==> config.mk <==
export PLATFORM = sky130hd
export DESIGN_NAME = smc_stop_mode_controller
export DESIGN_NICKNAME = d
export VERILOG_FILES = /design/src/hdl/smc_pkg.sv /design/src/hdl/smc_stop_mode_controller.sv
export VERILOG_INCLUDE_DIRS = /design/src /design/src/hdl
export SDC_FILE = /design/constraint.sdc
export NUM_CORES = 1
export LEC_CHECK = 0
export BUFFER_PORTS_ARGS = -buffer_cell sky130_fd_sc_hd__buf_2
export CAP_MARGIN = 20
export CORE_ASPECT_RATIO = 0.9
export CORE_UTILIZATION = 43
export DETAILED_ROUTE_END_ITERATION = 8
export PLACE_DENSITY = 0.77
export SLEW_MARGIN = 30
export SYNTH_ARGS = -nofsm -noshare
export SYNTH_HDL_FRONTEND = slang
export SYNTH_SLANG_ARGS = --single-unit
==> constraint.sdc <==
create_clock -name clk -period 2.6 [get_ports clk]
set_clock_uncertainty 0.2 [all_clocks]
set_input_delay 0.26 -clock clk [delete_from_list [all_inputs] [get_ports clk]]
set_output_delay 0.26 -clock clk [all_outputs]
set_load 0.01 [all_outputs]
==> src/hdl/smc_consts.svh <==
// Purpose: Constants for the stop mode controller.
// Assumes: Core clock of 100 MHz.
// Notes: Definitions only.
`ifndef SMC_CONSTS_SVH
`define SMC_CONSTS_SVH
`define SMC_LONG_DELAY 4064
`define SMC_SHORT_DELAY 4
`define SMC_SP_WAIT_OFFSET 16'h0008
`define SMC_PORT_RESET_VALUE 8'h00
`endif

==> src/hdl/smc_pkg.sv <==
// Purpose: Types for the stop mode controller.
// Assumes: Nothing beyond the constants header.
// Notes: States of the low-power sequencer.
package smc_pkg;
    typedef enum logic [1:0] {
        SMC_RUN = 2'b00,
        SMC_WAIT = 2'b01,
        SMC_STOP = 2'b10,
        SMC_RESTART = 2'b11
    } smc_state_e;
    typedef enum logic [1:0] {
        SMC_RESUME_NEXT = 2'b00,
        SMC_RESUME_NMI = 2'b01,
        SMC_RESUME_IRQ = 2'b10,
        SMC_RESUME_RESET = 2'b11
    } smc_resume_e;
endpackage

==> src/hdl/smc_stop_mode_controller.sv <==
// Purpose: Stop and wait state sequencing and pin state control.
// Assumes: Core issues opcode pulses on the same clock; pins are synchronised here.
// Notes: Clocks are halted by a gate enable output, not by stopping clk itself.
//
// Behaviour
// (RULE1) Stop opcode enters stop only when the stop-disable bit is zero.
// (RULE2) Stop opcode with stop-disable set acts as a no-operation.
// (RULE3) In stop, all clocks including the oscillator are halted.
// (RULE4) Stop ends on reset, non-maskable pin, or an unmasked maskable request.
// (RULE5) Non-maskable pin wakes from stop regardless of its mask bit.
// (RULE6) Non-maskable wake with mask clear stacks state then services it.
// (RULE7) Non-maskable wake with mask set resumes after stop, no service.
// (RULE8) Reset in stop ends stop; execution restarts from the reset vector.
// (RULE9) Wake-up waits a 4064 cycle restart delay before resuming.
// (RULE10) With the internal oscillator the full delay always applies.
// (RULE11) Delay select zero shortens recovery to four cycles for stable clocks.
// (RULE12) Single-chip wait and stop hold output ports and strobe steady; the code lets multiplexed_addr_data_port follow mux_port_run.
// (RULE13) Expanded wait drives address/data port with captured stack pointer minus 8.
// (RULE14) Port pins keep their data-direction setting in wait and stop.
// (RULE15) In stop bus clock is low; expanded holds address strobe low, read level.
`timescale 1ns/1ps
`include "smc_consts.svh"
module smc_stop_mode_controller #(
    parameter int LONG_DELAY = `SMC_LONG_DELAY,
    parameter int SHORT_DELAY = `SMC_SHORT_DELAY
) (
    input wire logic clk,
    input wire logic rst,
    input wire logic stop_opcode,
    input wire logic low_power_idle_opcode,
    input wire logic stop_disable,
    input wire logic nmi_mask,
    input wire logic irq_mask,
    input wire logic nonmaskable_interrupt_pin_n,
    input wire logic irq_pin_n,
    input wire logic restart_delay_select,
    input wire logic internal_osc,
    input wire logic expanded_mode,
    input wire logic [15:0] stack_pointer,
    input wire logic [15:0] bus_address,
    input wire logic bus_clock_run,
    input wire logic address_strobe_run,
    input wire logic read_write_run,
    input wire logic strobe_run,
    input wire logic [7:0] out_port_run,
    input wire logic [7:0] high_addr_run,
    input wire logic [7:0] mux_port_run,
    input wire logic [7:0] mux_port_dir,
    output smc_pkg::smc_state_e state,
    output logic clock_gate_en,
    output logic osc_enable,
    output logic nop_done,
    output logic resume_pulse,
    output smc_pkg::smc_resume_e resume_kind,
    output logic bus_clock,
    output logic strobe_or_read_write_pin,
    output logic strobe_in_or_address_strobe,
    output logic [7:0] out_port,
    output logic [7:0] high_address_port,
    output logic [7:0] multiplexed_addr_data_port,
    output logic [7:0] multiplexed_addr_data_port_oe_n
);
    import smc_pkg::*;

    // Refused at elaboration, since the restart counter is only sixteen bits wide.
    if (LONG_DELAY < SHORT_DELAY || SHORT_DELAY < 1 || LONG_DELAY > 65535) begin : g_param_check
        $error("Restart delay parameters out of range.");
    end

    // ************************************************************
    // Pin synchronisers
    // ************************************************************
    logic nmi_meta, nmi_sync, irq_meta, irq_sync;
    always_ff @(posedge clk) begin
        if (rst) begin
            nmi_meta <= 1'b1;
            nmi_sync <= 1'b1;
            irq_meta <= 1'b1;
            irq_sync <= 1'b1;
        end else begin
            nmi_meta <= nonmaskable_interrupt_pin_n;
            nmi_sync <= nmi_meta;
            irq_meta <= irq_pin_n;
            irq_sync <= irq_meta;
        end
    end

    logic nmi_wake, irq_wake;
    assign nmi_wake = !nmi_sync; // [RULE5]
    assign irq_wake = !irq_sync && !irq_mask;

    // ************************************************************
    // Sequencer
    // ************************************************************
    // The long delay is forced with the internal oscillator, since it cannot be stable yet.
    logic use_short;
    logic [15:0] delay_cnt;
    logic [15:0] sp_capture;
    assign use_short = !restart_delay_select && !internal_osc; // [RULE10] [RULE11]

    always_ff @(posedge clk) begin
        if (rst) begin
            state <= SMC_RUN; // [RULE8]
            delay_cnt <= 16'h0000;
            resume_kind <= SMC_RESUME_RESET;
            resume_pulse <= 1'b0;
            nop_done <= 1'b0;
        end else begin
            resume_pulse <= 1'b0;
            nop_done <= 1'b0;
            case (state)
                SMC_RUN: begin
                    if (stop_opcode && !stop_disable) begin
                        state <= SMC_STOP; // [RULE1]
                    end else if (stop_opcode) begin
                        nop_done <= 1'b1; // [RULE2]
                    end else if (low_power_idle_opcode) begin
                        state <= SMC_WAIT;
                    end
                end
                SMC_WAIT: begin
                    if (nmi_wake && !nmi_mask) begin
                        state <= SMC_RUN;
                        resume_kind <= SMC_RESUME_NMI;
                        resume_pulse <= 1'b1;
                    end else if (irq_wake) begin
                        state <= SMC_RUN;
                        resume_kind <= SMC_RESUME_IRQ;
                        resume_pulse <= 1'b1;
                    end
                end
                SMC_STOP: begin
                    if (nmi_wake || irq_wake) begin // [RULE4]
                        state <= SMC_RESTART;
                        delay_cnt <= use_short ? 16'(SHORT_DELAY - 1) : 16'(LONG_DELAY - 1); // [RULE9]
                        if (nmi_wake) begin
                            resume_kind <= nmi_mask ? SMC_RESUME_NEXT : SMC_RESUME_NMI; // [RULE6] [RULE7]
                        end else begin
                            resume_kind <= SMC_RESUME_IRQ;
                        end
                    end
                end
                SMC_RESTART: begin
                    if (delay_cnt == 16'h0000) begin
                        state <= SMC_RUN;
                        resume_pulse <= 1'b1;
                    end else begin
                        delay_cnt <= delay_cnt - 16'h0001;
                    end
                end
                default: state <= SMC_RUN;
            endcase
        end
    end

    always_ff @(posedge clk) begin
        if (rst) begin
            sp_capture <= 16'h0000;
        end else if (state == SMC_RUN && low_power_idle_opcode) begin
            sp_capture <= stack_pointer - `SMC_SP_WAIT_OFFSET; // [RULE13]
        end
    end

    // ************************************************************
    // Clock control and pin states
    // ************************************************************
    logic in_stop, low_power;
    assign in_stop = (state == SMC_STOP);
    assign low_power = (state != SMC_RUN) && (state != SMC_RESTART);

    always_ff @(posedge clk) begin
        if (rst) begin
            clock_gate_en <= 1'b1;
            osc_enable <= 1'b1;
        end else begin
            clock_gate_en <= !(in_stop || (state == SMC_RUN && stop_opcode && !stop_disable)); // [RULE3]
            osc_enable <= !in_stop; // [RULE3]
        end
    end

    always_ff @(posedge clk) begin
        if (rst) begin
            bus_clock <= 1'b0;
            strobe_or_read_write_pin <= 1'b0;
            strobe_in_or_address_strobe <= 1'b0;
            out_port <= `SMC_PORT_RESET_VALUE;
            high_address_port <= `SMC_PORT_RESET_VALUE;
            multiplexed_addr_data_port <= `SMC_PORT_RESET_VALUE;
            multiplexed_addr_data_port_oe_n <= 8'hFF;
        end else begin
            bus_clock <= in_stop ? 1'b0 : bus_clock_run; // [RULE15]
            if (!low_power) begin
                out_port <= out_port_run;
            end // [RULE12]
            if (expanded_mode) begin
                strobe_or_read_write_pin <= low_power ? 1'b1 : read_write_run; // [RULE15]
                strobe_in_or_address_strobe <= in_stop ? 1'b0 : address_strobe_run; // [RULE15]
                high_address_port <= low_power ? bus_address[15:8] : high_addr_run;
                multiplexed_addr_data_port_oe_n <= 8'h00;
                if (state == SMC_WAIT) begin
                    multiplexed_addr_data_port <= sp_capture[7:0]; // [RULE13]
                end else if (in_stop) begin
                    multiplexed_addr_data_port <= bus_address[7:0];
                end else begin
                    multiplexed_addr_data_port <= mux_port_run;
                end
            end else begin
                strobe_in_or_address_strobe <= 1'b0;
                if (!low_power) begin
                    strobe_or_read_write_pin <= strobe_run;
                    high_address_port <= high_addr_run;
                end // [RULE12]
                multiplexed_addr_data_port <= mux_port_run;
                multiplexed_addr_data_port_oe_n <= ~mux_port_dir; // [RULE14]
            end
        end
    end

    // ************************************************************
    // Assertions
    // ************************************************************
    chk_stop_entry_gate: assert property (@(posedge clk) disable iff (rst) // [RULE1]
        (state == SMC_RUN && stop_opcode && !stop_disable) |=> state == SMC_STOP)
        else $error("Stop not entered.");
    chk_stop_nop: assert property (@(posedge clk) disable iff (rst) // [RULE2]
        (state == SMC_RUN && stop_opcode && stop_disable) |=> state == SMC_RUN && nop_done)
        else $error("Disabled stop not a nop.");
    chk_clocks_halted: assert property (@(posedge clk) disable iff (rst) // [RULE3]
        $past(state == SMC_STOP) && state == SMC_STOP |-> !clock_gate_en && !osc_enable)
        else $error("Clocks running in stop.");
    chk_wake_exit: assert property (@(posedge clk) disable iff (rst) // [RULE4]
        (state == SMC_STOP && (irq_wake || nmi_wake)) |=> state == SMC_RESTART)
        else $error("Wake did not leave stop.");
    chk_nmi_masked_resume: assert property (@(posedge clk) disable iff (rst) // [RULE7]
        (state == SMC_STOP && nmi_wake && nmi_mask) |=> resume_kind == SMC_RESUME_NEXT)
        else $error("Masked nmi wake wrong.");
    chk_nmi_service: assert property (@(posedge clk) disable iff (rst) // [RULE6]
        (state == SMC_STOP && nmi_wake && !nmi_mask) |=> resume_kind == SMC_RESUME_NMI)
        else $error("Nmi wake not serviced.");
    chk_short_delay: assert property (@(posedge clk) disable iff (rst) // [RULE11]
        (state == SMC_STOP && irq_wake && !nmi_wake && use_short) |=> ##4 resume_pulse)
        else $error("Short delay wrong.");
    chk_long_load: assert property (@(posedge clk) disable iff (rst) // [RULE9]
        (state == SMC_STOP && (irq_wake || nmi_wake) && !use_short)
        |=> delay_cnt == 16'(LONG_DELAY - 1))
        else $error("Long delay not loaded.");
    chk_stop_bus_clock: assert property (@(posedge clk) disable iff (rst) // [RULE15]
        $past(state == SMC_STOP) |-> !bus_clock)
        else $error("Bus clock running in stop.");
    chk_stop_port_hold: assert property (@(posedge clk) disable iff (rst) // [RULE12]
        $past(state == SMC_STOP) && state == SMC_STOP |-> $stable(out_port))
        else $error("Output port moved in stop.");
endmodule

==> summary.txt <==
Timing
  – Tmin final: 2.467 ns
  – Final-report setup violation count: 0
  – RSZ-0062 raised after global routing: false
  – Max Clk Rate: 405.4 MHz
  – Setup_tns: 0 ns
  – Max-slew headroom: 61.53%
  – Hold Vio Cnt, Final: 0
  – Final Cycle Share: 94.87%
  – Worst Tran Pin Value: 0.5759 ns
  – Max-slew violations: 0
  – Hold_ws: 0.02707 ns
  – Final worst slack: 0.1334 ns

Global routing
  – GRT Total Usage: 23.16%
  – Grt ovf: 0
  – Largest net degree at the start of global routing: 29
  – Initial antenna violation count: 0
  – First-pass GRT wire length: 13650 um
  – Vias in the first global route: 3051

Detailed routing
  – First DRT Iteration DRCs: 202
  – Antenna-violating nets left: 0
  – Vias after detailed routing: 3189
  – WL final: 8353 um
  – DR pass1 iterations: 4
  – Vias per Instance: 5.324
  – DR WL/cell: 13.94 um
  – DRC: 0

Synth
  – Synthesized netlist net count: 434
  – Synthesized cell area: 3060 sq um
  – Yosys reg bits: 71
  – Synth top area cells: dfxtp_1, nor2_1, a211oi_1, mux2i_1, o21ai_0
  – Sequential element share of the synthesized area: 46.44%
  – Synthesized instance count: 348
  – Synth top area share: 46.44%
  – Synth area leader: dfxtp_1
  – Netlist cell types: 45
  – Mapped Avg Cell Area: 8.794 sq um
  – Synthesis Warnings: 0

Setup path
  – FF-to-FF End: delay_cnt[1]
  – Critical path class: reg2reg
  – Flop2flop setup slack: 0.13 ns
  – Worst reg-to-reg path cell count: 7
  – Slowest stage cell, crit path: or3b_2
  – CP required: 2.65 ns
  – Slowest stage delay, CP: 0.53 ns
  – Data arrival time of the worst path: 2.52 ns
  – Critical path cell sequence: inv_1 -> ha_1 -> or3b_2 -> or3_4 -> o21ai_4 -> nor2_1 -> a221oi_1
  – CP Launch Type: flip-flop
  – CP endpoint kind: flip-flop
  – R2R Path Start: delay_cnt[0]
  – Crit-path max FO: 6

Power
  – Final Power: 4.597 mW
  – Static Leak: 1.961 nW
  – Peak VDD IR: 0.5471 mV
  – Pwr Density: 1046 nW/um^2

Place
  – DP HPWL: 5314 um
  – Buffers on Ports: 114
  – Cell Area, Placed: 3735 sq um
  – Inst Count DP: 542
  – Placer Congestion: 0.8232
  – Pre-CTS setup slack: 0.1195 ns

Hold path
  – Hold WC Path Type: in2reg
  – Worst Hold Path EP: high_address_port[6]
  – Hold-critical path depth: 3
  – Hold Crit Start: high_addr_run[6]

Layout
  – Diode count: 0
  – Final instance area: 4395 sq um
  – Area grow syn2layout: 43.62%
  – Layout Utilization: 65.35%
  – Final Non-Filler Cells: 599
  – Ratio of cells with drive above 1 in the final layout: 30.26%
  – NumNets Final: 590

Clocking
  – CTS H-Tree Depth: 3
  – Num CTS Buffers: 9
  – Clock tree buffer depth: 2
  – CTS root buf: clkbuf_8
  – CTS tree: yes
  – Clock Sinks: 71
  – Postcts setup bufs: 0
  – Clock Pin Slew Worst Setup and Hold Paths: 0.08 ns
  – Skew-Pair Late Insertion Delay: 0.35 ns

Run status
  – Status: finished, final reports clean

Floorplanning
  – Chip Height: 82.04 um
  – Core Area: 6726 sq um
  – Die boundary width: 90.93 um
  – Die area: 7459 sq um
  – Initial core utilization: 45.50%
  – Cell row count: 28
  – IO Pins: 123

Flow run
  – Max cap viols: 0
==> final cells by class <==
| cell class | instances | area (sq um) |
|---|---|---|
| inverter | 12 | 45.04 |
| timing repair buffer | 165 | 1056 |
| sequential | 71 | 1421 |
| multi-input combinational | 245 | 1515 |
| clock inverter | 7 | 121.4 |
| clock buffer | 9 | 123.9 |
| tap | 90 | 112.6 |
| fill | 528 | 2331 |
==> Yosys cell counts <==
cell,instances
a211o_2,1
a211oi_1,24
a21oi_1,18
a221oi_1,1
a311oi_1,1
a311oi_2,1
a31o_2,1
and2_1,3
and3_1,1
buf_1,1
buf_2,1
buf_6,1
clkbuf_1,17
clkinv_1,1
dfxtp_1,71
ha_1,6
inv_1,11
mux2i_1,17
nand2_1,22
nand2_2,1
nand3_1,3
nor2_1,53
nor2b_1,2
nor3_1,11
nor3b_1,1
nor4_1,5
nor4bb_1,1
o2111ai_1,2
o211a_1,1
o211ai_1,2
o21a_1,2
o21ai_0,29
o21ai_4,2
o22ai_1,8
o311ai_0,2
o31a_1,3
o31ai_1,2
o41ai_2,1
or2_2,4
or3_1,4
or3b_2,1
or4_1,1
or4_4,1
xnor2_1,2
xor2_1,5
==> sequential cells by signal (all words and copies together), names as in the netlist, 2 cells and up <==
name                             cells
delay_cnt                           16
multiplexed_addr_data_port           8
high_address_port                    8
resume_kind                          2
out_port                             8
sp_capture                           8
multiplexed_addr_data_port_oe_n      8
state                                2
==> layer usage <==
layer  part of all wire [%]  vias up  global-route usage [%]
li1                       -     1558                       -
met3                    8.2       21                   7.963
met5                      0        -                       0
met1                     43     1454                   26.90
met4                    2.5        0                   9.365
met2                     46      156                   39.70
==> cell families (layout without fill, tap and decap cells) <==
| group | count (synthesis) | after routing | synth area share [%] |
|---|---|---|---|
| AND/OR/NAND/NOR | 114 | 114 | 17.05 |
| AO/OA/AOI/OAI | 101 | 101 | 22.28 |
| flip-flops | 71 | 71 | 46.44 |
| buffers and inverters | 32 | 193 | 4.211 |
| multiplexers | 17 | 17 | 5.560 |
| XOR/XNOR | 7 | 7 | 2.003 |
| adder cells (fa/ha/maj) | 6 | 6 | 2.453 |
==> worst max-delay path: cells and delay by family, from the launching register on <==
family	cells	cell delay, ns
compound gates	2	0.45
fa+ha+maj	1	0.20
buf+inv	1	0.08
flops	1	0.36
simple gates	3	1.07
==> power by group <==
group          switching [mW]  internal [mW]  leakage [nW]
clock network           0.433          0.640         0.123
logic                    1.17          0.817          1.25
registers               0.181           1.35         0.588
==> how the worst max path moves through the flow <==
stage	from	slack (ns)	endpoint	depth (start not counted)
final	delay_cnt[0]	0.13	delay_cnt[1]	7
after global routing	delay_cnt[1]	0.01	delay_cnt[1]	7
after CTS	delay_cnt[0]	0.10	delay_cnt[1]	7
after detailed placement	delay_cnt[1]	0.12	delay_cnt[1]	7
after global placement	delay_cnt[0]	0.19	state[0]	7
after floorplan	delay_cnt[0]	0.30	state[0]	7
==> cells in the final DEF (no fill, tap or decap), drive strengths merged, types with 2 or more instances in the layout <==
cell type and count:
a311oi 2, o211ai 2, o21ai 31, nor3 11, o31ai 2, or3 4
mux2i 17, nand3 3, and2 3, xor2 5, o2111ai 2, o22ai 8
or2 4, clkbuf 9, nand2 23, xnor2 2, nor2 53, dlygate4sd3 41
a211oi 24, o31a 3, nor4 5, o21a 2, bufinv 3, clkinv 5
nor2b 2, o311ai 2, inv 11, ha 6, a21oi 18, buf 124
or4 2, dfxtp 71
==> timing repair <==
action | 4_1_cts | 5_1_grt
hold endpoints to repair | 40 | 0
resized for setup | 0 | 1
hold buffers | 41 | 0
endpoints found under the setup margin | 0 | 2
Note: power is estimated with default switching activity, not from simulation.
